File: src/core/iwd_pkg.sv
`default_nettype none
package iwd_pkg;
  // Word geometry
  localparam int IWD_WORD_W     = 14;
  localparam int IWD_FILE_W     = 7;
  localparam int IWD_BIT_W      = 3;
  localparam int IWD_LIT8_W     = 8;
  localparam int IWD_LIT11_W    = 11;
  localparam int IWD_DEST_POS   = 7;
  localparam int IWD_BIT_LSB    = 7;
  localparam int IWD_GRP_LSB    = 12;
  localparam int IWD_GOTO_POS   = 11;
  localparam int IWD_SUB_LSB    = 8;
  // Group codes in the top two bits
  localparam logic [1:0] IWD_GRP_BYTE = 2'h0;
  localparam logic [1:0] IWD_GRP_BIT  = 2'h1;
  localparam logic [1:0] IWD_GRP_JUMP = 2'h2;
  localparam logic [1:0] IWD_GRP_LIT  = 2'h3;
  // Bit-oriented sub-codes in bits 11:10
  localparam logic [1:0] IWD_BSUB_TSC = 2'h2;
  localparam logic [1:0] IWD_BSUB_TSS = 2'h3;
  // Byte-oriented sub-codes in bits 11:8 that may skip
  localparam logic [3:0] IWD_OP_DECSZ = 4'hB;
  localparam logic [3:0] IWD_OP_INCSZ = 4'hF;
  // Oscillator periods per instruction cycle
  localparam int IWD_PHASES     = 4;
  localparam logic [1:0] IWD_PH_LAST = 2'h3;
  // Instruction class
  typedef enum logic [1:0] {
    IWD_CLS_BYTE = 2'b00,
    IWD_CLS_BIT  = 2'b01,
    IWD_CLS_LIT  = 2'b10
  } iwd_class_t;
endpackage
`default_nettype wire

File: src/core/iwd_if.sv
`timescale 1ns/1ps
`default_nettype none
// Fields carried from the field extractor to the sequencer
interface iwd_fields_if;
  import iwd_pkg::*;
  logic [IWD_WORD_W-1:0]  word;   // Raw word
  iwd_class_t             cls;    // Group
  logic [IWD_FILE_W-1:0]  faddr;  // File address
  logic                   dest_f; // Destination is file
  logic [IWD_BIT_W-1:0]   bidx;   // Bit index
  logic [IWD_LIT11_W-1:0] lit;    // Literal, zero-extended
  logic                   is_jump;// Call or goto
  logic                   may_skip;// Conditional skip opcode
  modport src (input word, output cls, faddr, dest_f, bidx, lit, is_jump, may_skip);
  modport dst (output word, input cls, faddr, dest_f, bidx, lit, is_jump, may_skip);
endinterface
`default_nettype wire

File: src/core/iwd_decode.sv
`timescale 1ns/1ps
`default_nettype none
module iwd_decode (
  input  wire logic                           clk_sys,
  input  wire logic                           nrst,
  input  wire logic [iwd_pkg::IWD_WORD_W-1:0] instr_word,  // Fetched word, same domain
  input  wire logic                           skip_true,   // Datapath: condition met, valid in last phase
  output logic [iwd_pkg::IWD_WORD_W-1:0]      exec_word,   // Word being executed
  output var iwd_pkg::iwd_class_t             exec_class,  // Byte, bit or literal group
  output logic [iwd_pkg::IWD_FILE_W-1:0]      file_addr,   // Operand register in the bank
  output logic                                dest_is_file,// Destination select bit
  output logic                                wr_w,        // Result goes to W
  output logic                                wr_file,     // Result goes to file
  output logic [iwd_pkg::IWD_BIT_W-1:0]       bit_index,   // Bit acted on
  output logic [7:0]                          bit_mask,    // One-hot of bit_index
  output logic [iwd_pkg::IWD_LIT11_W-1:0]     literal,     // Constant operand, zero-extended
  output logic                                lit_is_11,   // Literal carries a branch target
  output logic [1:0]                          phase,       // Oscillator period 0..3
  output logic                                cycle_end,   // Last period of a cycle
  output logic                                fetch_req,   // Take next word at cycle end
  output logic                                nop_cycle    // Flushed second cycle
);
  import iwd_pkg::*;

  iwd_fields_if fi ();
  iwd_fields u_fields (
    .f (fi)
  );

  // State registers
  logic [IWD_WORD_W-1:0] word_reg, word_next;   // Latched word
  logic [1:0]            ph_reg, ph_next;       // Period counter
  logic                  nop_reg, nop_next;     // Current cycle is a NOP

  assign fi.word = word_reg;

  // Check-only helpers: fields re-derived from the raw word so the extractor is not trusted
  logic [1:0] chk_grp;  // Group bits of the executing word
  logic [3:0] chk_sub;  // Byte-group sub-code
  logic       chk_skop; // Executing word is a conditional skip opcode
  assign chk_grp  = exec_word[IWD_WORD_W-1:IWD_GRP_LSB];
  assign chk_sub  = exec_word[IWD_GRP_LSB-1:IWD_SUB_LSB];
  assign chk_skop = ((chk_grp == IWD_GRP_BYTE) && ((chk_sub == IWD_OP_DECSZ) || (chk_sub == IWD_OP_INCSZ))) ||
                    ((chk_grp == IWD_GRP_BIT) && exec_word[IWD_GRP_LSB-1]);

  // Next-state: period counter wraps each four periods; new word only at the wrap
  always_comb begin
    ph_next   = ph_reg + 2'h1;
    word_next = word_reg;
    nop_next  = nop_reg;
    if (ph_reg == IWD_PH_LAST) begin
      if (nop_reg) begin
        // Flush cycle over, resume normal fetch
        nop_next  = 1'b0;
        word_next = instr_word;
      end else if (fi.is_jump || (fi.may_skip && skip_true)) begin
        // Second cycle runs as NOP; prefetched word is discarded
        nop_next  = 1'b1;
      end else begin
        word_next = instr_word;
      end
    end
  end

  // Registers only
  always_ff @(posedge clk_sys or negedge nrst) begin
    if (!nrst) begin
      word_reg <= '0;
      ph_reg   <= 2'h0;
      nop_reg  <= 1'b0;
    end else begin
      word_reg <= word_next;
      ph_reg   <= ph_next;
      nop_reg  <= nop_next;
    end
  end

  // Outputs; a NOP cycle suppresses every write
  always_comb begin
    exec_word    = word_reg;
    exec_class   = fi.cls;
    file_addr    = fi.faddr;
    dest_is_file = fi.dest_f;
    wr_w         = !nop_reg && (fi.cls == IWD_CLS_BYTE) && !fi.dest_f;
    wr_file      = !nop_reg && (fi.cls == IWD_CLS_BYTE) && fi.dest_f;
    bit_index    = fi.bidx;
    bit_mask     = 8'h01 << fi.bidx;
    literal      = fi.lit;
    lit_is_11    = fi.is_jump;
    phase        = ph_reg;
    cycle_end    = (ph_reg == IWD_PH_LAST);
    fetch_req    = cycle_end && (nop_next == 1'b0);
    nop_cycle    = nop_reg;
  end

  // Checks
  property p_phase_wrap;
    @(posedge clk_sys) disable iff (!nrst)
      (ph_reg == IWD_PH_LAST) |=> (ph_reg == 2'h0) ##3 (ph_reg == IWD_PH_LAST);
  endproperty
  a_phase_wrap: assert property (p_phase_wrap) else $error("cycle is not four periods");

  property p_jump_nop;
    @(posedge clk_sys) disable iff (!nrst)
      (cycle_end && !nop_reg && fi.is_jump) |=> nop_reg [*4] ##1 !nop_reg;
  endproperty
  a_jump_nop: assert property (p_jump_nop) else $error("branch lacks one NOP cycle");

  property p_word_hold;
    @(posedge clk_sys) disable iff (!nrst)
      !cycle_end |=> $stable(word_reg);
  endproperty
  a_word_hold: assert property (p_word_hold) else $error("word changed mid cycle");

  property p_dest;
    @(posedge clk_sys) disable iff (!nrst)
      (exec_class == IWD_CLS_BYTE && !nop_reg) |-> (wr_file == exec_word[IWD_DEST_POS]) && (wr_w != wr_file);
  endproperty
  a_dest: assert property (p_dest) else $error("destination select wrong");

  property p_faddr;
    @(posedge clk_sys) disable iff (!nrst)
      file_addr == exec_word[IWD_FILE_W-1:0];
  endproperty
  a_faddr: assert property (p_faddr) else $error("file address field wrong");

  property p_lit;
    @(posedge clk_sys) disable iff (!nrst)
      lit_is_11 ? (literal == exec_word[IWD_LIT11_W-1:0])
                : (literal == {3'h0, exec_word[IWD_LIT8_W-1:0]});
  endproperty
  a_lit: assert property (p_lit) else $error("literal field wrong");

  property p_class;
    @(posedge clk_sys) disable iff (!nrst)
      (exec_word[IWD_WORD_W-1:IWD_GRP_LSB] == IWD_GRP_BIT) |-> (exec_class == IWD_CLS_BIT) && (bit_mask[bit_index]);
  endproperty
  a_class: assert property (p_class) else $error("bit group decode wrong");

  property p_noskip;
    @(posedge clk_sys) disable iff (!nrst)
      (cycle_end && !nop_reg && !fi.is_jump && !skip_true) |=> !nop_reg;
  endproperty
  a_noskip: assert property (p_noskip) else $error("spurious NOP cycle");

  // A taken skip costs one flushed cycle, exactly like a branch
  property p_skip_nop;
    @(posedge clk_sys) disable iff (!nrst)
      (cycle_end && !nop_reg && chk_skop && skip_true) |=> nop_reg [*4] ##1 !nop_reg;
  endproperty
  a_skip_nop: assert property (p_skip_nop) else $error("taken skip lacks one NOP cycle");

  // Nothing may be written while the flushed cycle runs
  property p_nop_quiet;
    @(posedge clk_sys) disable iff (!nrst)
      nop_reg |-> (!wr_w && !wr_file);
  endproperty
  a_nop_quiet: assert property (p_nop_quiet) else $error("write during NOP cycle");

  // A fetch is only asked for in the last period of a cycle
  property p_fetch_end;
    @(posedge clk_sys) disable iff (!nrst)
      fetch_req |-> cycle_end;
  endproperty
  a_fetch_end: assert property (p_fetch_end) else $error("fetch outside last period");

  // A branch or a taken skip refuses the prefetched word
  property p_refuse;
    @(posedge clk_sys) disable iff (!nrst)
      (cycle_end && !nop_reg && ((chk_grp == IWD_GRP_JUMP) || (chk_skop && skip_true))) |-> !fetch_req;
  endproperty
  a_refuse: assert property (p_refuse) else $error("word taken after branch or skip");

  // The taken word is exactly what stood on the fetch input
  property p_word_take;
    @(posedge clk_sys) disable iff (!nrst)
      (cycle_end && fetch_req) |=> (exec_word == $past(instr_word));
  endproperty
  a_word_take: assert property (p_word_take) else $error("taken word not latched");

  // Both literal encodings sort into the literal and control group, with no register write
  property p_grp_lit;
    @(posedge clk_sys) disable iff (!nrst)
      ((chk_grp == IWD_GRP_JUMP) || (chk_grp == IWD_GRP_LIT)) |-> (exec_class == IWD_CLS_LIT) && !wr_w && !wr_file;
  endproperty
  a_grp_lit: assert property (p_grp_lit) else $error("literal group decode wrong");

  // The byte group keeps its class whatever the sub-code
  property p_grp_byte;
    @(posedge clk_sys) disable iff (!nrst)
      (chk_grp == IWD_GRP_BYTE) |-> (exec_class == IWD_CLS_BYTE);
  endproperty
  a_grp_byte: assert property (p_grp_byte) else $error("byte group decode wrong");

  // The bit index sits just above the file address
  property p_bit_idx;
    @(posedge clk_sys) disable iff (!nrst)
      bit_index == exec_word[IWD_BIT_LSB +: IWD_BIT_W];
  endproperty
  a_bit_idx: assert property (p_bit_idx) else $error("bit index field wrong");

  // Only call and jump carry the wide literal
  property p_lit_kind;
    @(posedge clk_sys) disable iff (!nrst)
      lit_is_11 == (chk_grp == IWD_GRP_JUMP);
  endproperty
  a_lit_kind: assert property (p_lit_kind) else $error("literal width select wrong");

  // Scenarios that should be seen at least once

  c_jump:  cover property (@(posedge clk_sys) disable iff (!nrst) cycle_end && fi.is_jump);
  c_skip:  cover property (@(posedge clk_sys) disable iff (!nrst) cycle_end && fi.may_skip && skip_true && !nop_reg);
  c_bit:   cover property (@(posedge clk_sys) disable iff (!nrst) exec_class == IWD_CLS_BIT);
  c_lit:   cover property (@(posedge clk_sys) disable iff (!nrst) exec_class == IWD_CLS_LIT && !lit_is_11);
  c_noskip: cover property (@(posedge clk_sys) disable iff (!nrst) cycle_end && chk_skop && !skip_true && !nop_reg);
endmodule
`default_nettype wire

File: src/core/iwd_fields.sv
`timescale 1ns/1ps
`default_nettype none
// Pure field split of one instruction word
module iwd_fields (
  iwd_fields_if.src f
);
  import iwd_pkg::*;
  logic [1:0] grp; // Top two bits pick the group
  // Decode stays purely combinational; the caller owns the word register
  always_comb begin
    grp        = f.word[IWD_WORD_W-1:IWD_GRP_LSB];
    f.faddr    = f.word[IWD_FILE_W-1:0];
    f.dest_f   = f.word[IWD_DEST_POS];
    f.bidx     = f.word[IWD_BIT_LSB +: IWD_BIT_W];
    f.is_jump  = (grp == IWD_GRP_JUMP);
    // Jumps carry 11 bits, the other literals 8
    if (f.is_jump) begin
      f.lit = f.word[IWD_LIT11_W-1:0];
    end else begin
      f.lit = {3'h0, f.word[IWD_LIT8_W-1:0]};
    end
    // Group sort; don't-care bits below are never compared
    case (grp)
      IWD_GRP_BYTE: f.cls = IWD_CLS_BYTE;
      IWD_GRP_BIT:  f.cls = IWD_CLS_BIT;
      default:      f.cls = IWD_CLS_LIT;
    endcase
    f.may_skip = ((grp == IWD_GRP_BYTE) &&
                  ((f.word[IWD_GRP_LSB-1:IWD_SUB_LSB] == IWD_OP_DECSZ) ||
                   (f.word[IWD_GRP_LSB-1:IWD_SUB_LSB] == IWD_OP_INCSZ))) ||
                 ((grp == IWD_GRP_BIT) &&
                  ((f.word[IWD_GRP_LSB-1:IWD_BIT_LSB+IWD_BIT_W] == IWD_BSUB_TSC) ||
                   (f.word[IWD_GRP_LSB-1:IWD_BIT_LSB+IWD_BIT_W] == IWD_BSUB_TSS)));
  end
endmodule
`default_nettype wire

File: config.mk
export PLATFORM = sky130hd
export DESIGN_NAME = iwd_decode
export DESIGN_NICKNAME = d
export VERILOG_FILES = /design/src/core/iwd_pkg.sv /design/src/core/iwd_if.sv /design/src/core/iwd_decode.sv /design/src/core/iwd_fields.sv
export SDC_FILE = /design/constraint.sdc
export NUM_CORES = 1
export LEC_CHECK = 0
export ABC_AREA = 1
export BUFFER_PORTS_ARGS = -buffer_cell sky130_fd_sc_hd__buf_2
export CAP_MARGIN = 20
export CORE_MARGIN = 3
export CORE_UTILIZATION = 40
export DETAILED_ROUTE_END_ITERATION = 12
export PLACE_DENSITY = 0.79
export SLEW_MARGIN = 20
export SYNTH_ARGS = -nofsm -noshare
export SYNTH_HDL_FRONTEND = slang
export SYNTH_HIERARCHICAL = 1
export SYNTH_SLANG_ARGS = --single-unit
File: constraint.sdc
create_clock -name clk_sys -period 1.71 [get_ports clk_sys]
set_clock_uncertainty 0.05 [all_clocks]
set_input_delay 0.2565 -clock clk_sys [delete_from_list [all_inputs] [get_ports clk_sys]]
set_output_delay 0.2565 -clock clk_sys [all_outputs]
set_load 0.01 [all_outputs]
==> impl_metrics.env, run 1 <==
export IMPL_mostFrequentLayoutCells="buf_2 (70), nand2_1 (32), dfrtp_1 (15)"
export IMPL_drc_errors=0
export IMPL_drv_cap=0
export IMPL_worst_ep_required_time_ps=1400
export IMPL_relSlewSlack_pct=74.8
export IMPL_rsz0062_at_grt="true"
export IMPL_dieArea_sq_um=3060
export IMPL_fmaxAchievable_ghz=0.604
export IMPL_final_common_cell="buf_2"
export IMPL_synth_top_area_share_pct=43.8
export IMPL_synth_compound_area_share_pct=0.515
export IMPL_clock_latency_ps=280
export IMPL_antenna_found_initial=0
export IMPL_syn_to_final_growth_pct=31.1
export IMPL_grt_pass1_vias=924
export IMPL_firstDrtPassIters=4
export IMPL_reg2reg_to="exec_word[12]"
export IMPL_netlist_cell_type_count=14
export IMPL_portBuffers=70
export IMPL_ys_warn_count=6
export IMPL_yosysSeqAreaShare_pct=43.8
export IMPL_numCtsBuffers=3
export IMPL_timing_hold_ws_ps=157
export IMPL_r2r_start="exec_word[13]"
export IMPL_tightest_slew_ps=378
export IMPL_fin_nets=201
export IMPL_yosysTopAreaCell="dfrtp_1"
export IMPL_wl_mm=2.44
export IMPL_r2r_slack_ps=370
export IMPL_hold_viol=0
export IMPL_synth_simple_area_share_pct=30.8
export IMPL_setup_worst_path_end="fetch_req"
export IMPL_synth_top_family_by_area="simple AND/OR/NAND/NOR gates"
export IMPL_place_gp_congestion=0.754
export IMPL_final_setup_viol_count=0
export IMPL_insertedDiodeCount=0
export IMPL_ctsLongestPathBuffers=2
export IMPL_critPathMaxFanout=4
export IMPL_end_kind="primary output"
export IMPL_postSynthAreaPerCell_sq_um=7.84
export IMPL_p_leak_nw=0.810
export IMPL_synth_area_leaders="dfrtp_1 (44%), buf_4 (16%), nand2_1 (12%)"
export IMPL_grt_overflow_total=0
export IMPL_pre_cts_ws_ps=286
export IMPL_grt_first_pass_wirelength_mm=3.93
export IMPL_cts_sink_count=17
export IMPL_ant_nets=0
export IMPL_slew_violations=0
export IMPL_critPathArrivalTime_ps=1350
export IMPL_ios=71
export IMPL_vias=966
export IMPL_powerDensity_nw_per_um2=1930
export IMPL_tns_ps=0
export IMPL_worstHoldPathType="input port to flip-flop"
export IMPL_ys_ff_latch=17
export IMPL_path_clk_slew_ps=90
export IMPL_cpPeakStageDelay_ps=440
export IMPL_gr_usage_all_layers_pct=15.5
export IMPL_cp_start_kind="flip-flop"
export IMPL_post_route_period_util_pct=96.9
export IMPL_fin_ws_ps=53.0
export IMPL_dieHeight_um=55.3
export IMPL_vias_per_cell=4.60
export IMPL_nFillCells=216
export IMPL_drive_above_1_share_pct=48.4
export IMPL_hpwlAfterDp_mm=1.91
export IMPL_synth_xor_area_share_pct=0
export IMPL_cts_tree="done"
export IMPL_avgRoutedWirePerCell_um=11.6
export IMPL_grt_max_degree=18
export IMPL_status="complete, no violations"
export IMPL_start_util_pct=43.1
export IMPL_synthMuxAreaShare_pct=0
export IMPL_worst_path_max_delay_cell="dfrtp_2"
export IMPL_path_cells="inv_1 > nand2_1 > a21oi_2 > nand2_1 > nand2_2 > nand2_4 > nand2_4 > inv_1 > buf_2"
export IMPL_drt_iter0_drc=34
export IMPL_fp_coreArea_sq_um=2250
export IMPL_die_width_um=55.3
export IMPL_synth_fa_ha_area_share_pct=1.29
export IMPL_cts_root_buf="clkbuf_4"
export IMPL_finalCriticalPeriod_ps=1660
export IMPL_num_rows=17
export IMPL_cts_htree_levels=1
export IMPL_synth_nets=142
export IMPL_ir_worst_vdd_uv=822
export IMPL_critical_path_class="flip-flop to primary output"
export IMPL_reg2regPathDepth=9
export IMPL_crit_start="exec_word[13]"
export IMPL_syn_inst=124
export IMPL_netlist_area_sq_um=972
-- layer usage --
layer / part of all wire [%] / global-route usage [%]
met2: 50 / 28.4
met1: 39 / 16.0
met3: 9.5 / 5.37
met4: 1.2 / 5.56
met5: 0 / 0
-- timing repair --
| action | 4_1_cts | 5_1_grt |
|---|---|---|
| resized for setup | 1 | 3 |
| endpoints found under the setup margin | 1 | 5 |
| pin swaps | 0 | 0 |
| buffers inserted | 1 | 0 |
| cloned | 0 | 0 |
| hold buffers | 1 | 0 |
| endpoints found under the hold margin | 17 | 0 |
-- cells in the mapped netlist (all sizes together) --
cell type and n:
nand2 36, buf 22, dfrtp 17, inv 14, nand3 14, nor2 9, nor3 8, clkbuf 2
a21oi 1, ha 1
-- flip-flops by register name, indices dropped and copies added (netlist names) --
signal,flops
phase,2
exec_word,14
nop_cycle,1
-- logic make-up (layout without fill, tap and decap cells) --
family / Yosys count / in the layout
simple gates: 67 / 67
buf+inv: 38 / 96
flops: 17 / 17
fa+ha+maj: 1 / 1
compound gates: 1 / 1
-- cell type report --
cell class | instances | area (sq um) | area share, %
Inverter | 14 | 52.6 | 4.12
Sequential cell | 17 | 428 | 33.6
Tap cell | 28 | 35.0 | 2.75
Multi-Input combinational cell | 69 | 320 | 25.1
Clock buffer | 4 | 26.3 | 2.06
Timing Repair Buffer | 78 | 413 | 32.4
-- how the worst min path moves through the flow --
stage	start	end	slack (ps)	cells after the start
6_report	instr_word[11]	exec_word[11]	160	3
5_1_grt	instr_word[11]	exec_word[11]	140	3
2_1_floorplan	nrst	exec_word[0]	-90	0
3_3_place_gp	nrst	exec_word[3]	140	1
3_5_place_dp	nrst	exec_word[5]	150	1
4_1_cts	instr_word[11]	exec_word[11]	150	3
-- worst max-delay path, delay by kind of cell, from the launching register on --
kind                   cells  cell delay, ps
AO/OA/AOI/OAI              1             100
AND/OR/NAND/NOR            5             300
buffers and inverters      3             240
flip-flops                 1             440
-- where the power goes --
part	total (mW)	leakage (nW)	switching [mW]	internal, mW
Clock	0.204	0.0150	0.114	0.0903
Sequential	0.760	0.202	0.177	0.583
Combinational	1.50	0.593	0.890	0.609
Total	2.46	0.810	1.18	1.28
-- stage by stage --
| stage | utilization [%] | instance area [sq um] | power [mW] | cells |
|---|---|---|---|---|
| after detailed placement | 54.3 | 1220 | 2.24 | 204 |
| after global routing | 56.5 | 1270 | 2.66 | 210 |
| after global placement | 54.3 | 1220 | 2.19 | 204 |
| after CTS | 56.3 | 1270 | 2.47 | 210 |
| final | 56.5 | 1270 | 2.46 | 210 |
| after floorplan | - | 972 | 1.84 | 124 |
Note: power is estimated with default switching activity, not from simulation.
==> inputs of run 2 (changes only) <==
--- a/config.mk
+++ b/config.mk
@@ -8,10 +8,12 @@
 export ABC_AREA = 1
 export BUFFER_PORTS_ARGS = -buffer_cell sky130_fd_sc_hd__buf_2
 export CAP_MARGIN = 20
+export CELL_PAD_IN_SITES_DETAIL_PLACEMENT = 2
+export CELL_PAD_IN_SITES_GLOBAL_PLACEMENT = 2
 export CORE_MARGIN = 3
-export CORE_UTILIZATION = 40
+export CORE_UTILIZATION = 20
 export DETAILED_ROUTE_END_ITERATION = 12
-export PLACE_DENSITY = 0.79
+export PLACE_DENSITY_LB_ADDON = 0.1
 export SLEW_MARGIN = 20
 export SYNTH_ARGS = -nofsm -noshare
 export SYNTH_HDL_FRONTEND = slang
==> run 2 against run 1 <==
Net effect:
- count of clock-buffer cells in the layout is 1 lower
- fmax is 1.9% higher
- routed wire length is 27% higher
- non-clock buffer count stayed put
- total power is 6.6% higher
- utilization is 27 points lower
- hold slack better by 25 ps
- largest cell class unchanged
- highest routed layer unchanged
==> impl_metrics.env, run 2 (synthesis results as in run 1) <==
export IMPL_ios=71
export IMPL_clock_latency_ps=260
export IMPL_drv_cap=0
export IMPL_die_width_um=75.7
export IMPL_rsz0062_at_grt="true"
export IMPL_final_setup_viol_count=0
export IMPL_timing_hold_ws_ps=182
export IMPL_grt_first_pass_wirelength_mm=4.62
export IMPL_critPathArrivalTime_ps=1320
export IMPL_regArea_sq_um=428
export IMPL_grt_pass1_vias=977
export IMPL_powerDensity_nw_per_um2=1940
export IMPL_num_rows=24
export IMPL_multi_input_area_sq_um=323
export IMPL_slew_violations=0
export IMPL_grt_met1_usage_pct=13.3
export IMPL_start_util_pct=21.4
export IMPL_cts_htree_levels=1
export IMPL_hpwlAfterDp_mm=2.41
export IMPL_numCtsBuffers=3
export IMPL_ctsLongestPathBuffers=2
export IMPL_drc_errors=0
export IMPL_worst_path_max_delay_cell="dfrtp_2"
export IMPL_cts_sink_count=17
export IMPL_grt_max_degree=18
export IMPL_drt_iter0_drc=20
export IMPL_fin_area_sq_um=1350
export IMPL_tns_ps=0
export IMPL_avgRoutedWirePerCell_um=12.5
export IMPL_cp_start_kind="flip-flop"
export IMPL_largest_reg_flops=14
export IMPL_placed_cell_area_sq_um=1260
export IMPL_critPathMaxFanout=4
export IMPL_p_leak_nw=0.817
export IMPL_busiest_layer="met2"
export IMPL_instances_no_fill=247
export IMPL_path_clk_slew_ps=80
export IMPL_fp_coreArea_sq_um=4530
export IMPL_insertedDiodeCount=0
export IMPL_nFillCells=566
export IMPL_critical_path_class="flip-flop to primary output"
export IMPL_fin_ws_ps=83.8
export IMPL_crit_family="flip-flops"
export IMPL_utilization_pct=29.8
export IMPL_ir_worst_vdd_uv=416
export IMPL_cpPeakStageDelay_ps=430
export IMPL_post_route_period_util_pct=95.1
export IMPL_placed_cells=240
export IMPL_syn_to_final_growth_pct=39.1
export IMPL_wl_mm=3.09
export IMPL_relSlewSlack_pct=71.9
export IMPL_dieArea_sq_um=5730
export IMPL_vias=991
export IMPL_end_kind="primary output"
export IMPL_worst_path_buf_inv=3
export IMPL_vias_per_cell=4.01
export IMPL_total_power_mw=2.63
export IMPL_status="complete, no violations"
export IMPL_finalCriticalPeriod_ps=1630
export IMPL_tightest_slew_ps=422
export IMPL_path_cells="inv_2 > nand2_2 > a21oi_2 > nand2_1 > nand2_2 > nand2_4 > nand2_4 > inv_4 > buf_6"
export IMPL_worst_ep_required_time_ps=1400
export IMPL_fin_nets=201
export IMPL_met2_usage_pct=18.0
export IMPL_pre_cts_ws_ps=220
export IMPL_gr_usage_all_layers_pct=10.6
export IMPL_dieHeight_um=75.7
export IMPL_worstHoldPathType="input port to flip-flop"
export IMPL_ant_nets=0
export IMPL_use_met3_pct=2.37
export IMPL_firstDrtPassIters=4
export IMPL_cts_root_buf="clkbuf_8"
export IMPL_place_gp_congestion=0.632
export IMPL_hold_viol=0
export IMPL_mostFrequentLayoutCells="buf_2 (69), nand2_1 (31), dfrtp_1 (15)"
export IMPL_fmaxAchievable_ghz=0.615
export IMPL_drive_above_1_share_pct=50.5
export IMPL_final_common_cell="buf_2"
export IMPL_cts_tree="done"
export IMPL_portBuffers=70
export IMPL_grt_overflow_total=0
export IMPL_antenna_found_initial=0
run 2: changes by cell type in the layout (fill, tap and decap cells not counted):
cell / change
clkinv_2: +1
inv_1: -2
inv_2: +1
buf_6: +1
nand2_1: -1
inv_4: +1
clkbuf_1: -1
buf_2: -1
clkbuf_8: +3
clkbuf_4: -3
nand2_2: +1
run 2: metal layers:
layer	wire length, um	share of wire (%)
met5	0	0
met4	27	0.87
met3	256	8.3
met2	1480	48
met1	1320	43
run 2: final cells by class:
class / count / share of cell area (%)
clock buffer: 3 / 3.05
clock inverter: 1 / 0.370
inverter: 14 / 4.07
multi-input combinational: 69 / 23.9
sequential: 17 / 31.6
tap: 65 / 6.01
timing repair buffer: 78 / 31.0
run 2: worst paths after layout:
kind	cells after the start	from	slack, ps	endpoint
max	9	exec_word[13]	80	fetch_req
min	3	instr_word[6]	180	exec_word[6]
max reg2reg	10	exec_word[13]	320	exec_word[13]
min reg2reg	1	phase[0]	390	phase[0]
max in group asynchronous	2	nrst	870	exec_word[13]
min in group asynchronous	2	nrst	410	exec_word[3]
run 2: worst register-to-register path: stages, from the launching register on:
cell and delay [ps]:
dfrtp_2 430, inv_2 60, nand2_2 40, a21oi_2 110
nand2_1 80, nand2_2 90, nand2_4 50, nand2_4 60
buf_4 220, nand2_1 80, nand2_1 60
run 2: what timing repair did:
item / CTS / global route
gates resized for setup: 2 / 7
pin swaps: 0 / 2
endpoints found under the hold margin: 17 / 0
endpoints found under the setup margin: 1 / 4
hold buffers: 1 / 0
buffers inserted: 2 / 0
run 2: power by group:
| group | switching, mW | internal, mW |
|---|---|---|
| Combinational | 0.932 | 0.626 |
| Sequential | 0.173 | 0.584 |
| Clock | 0.150 | 0.162 |
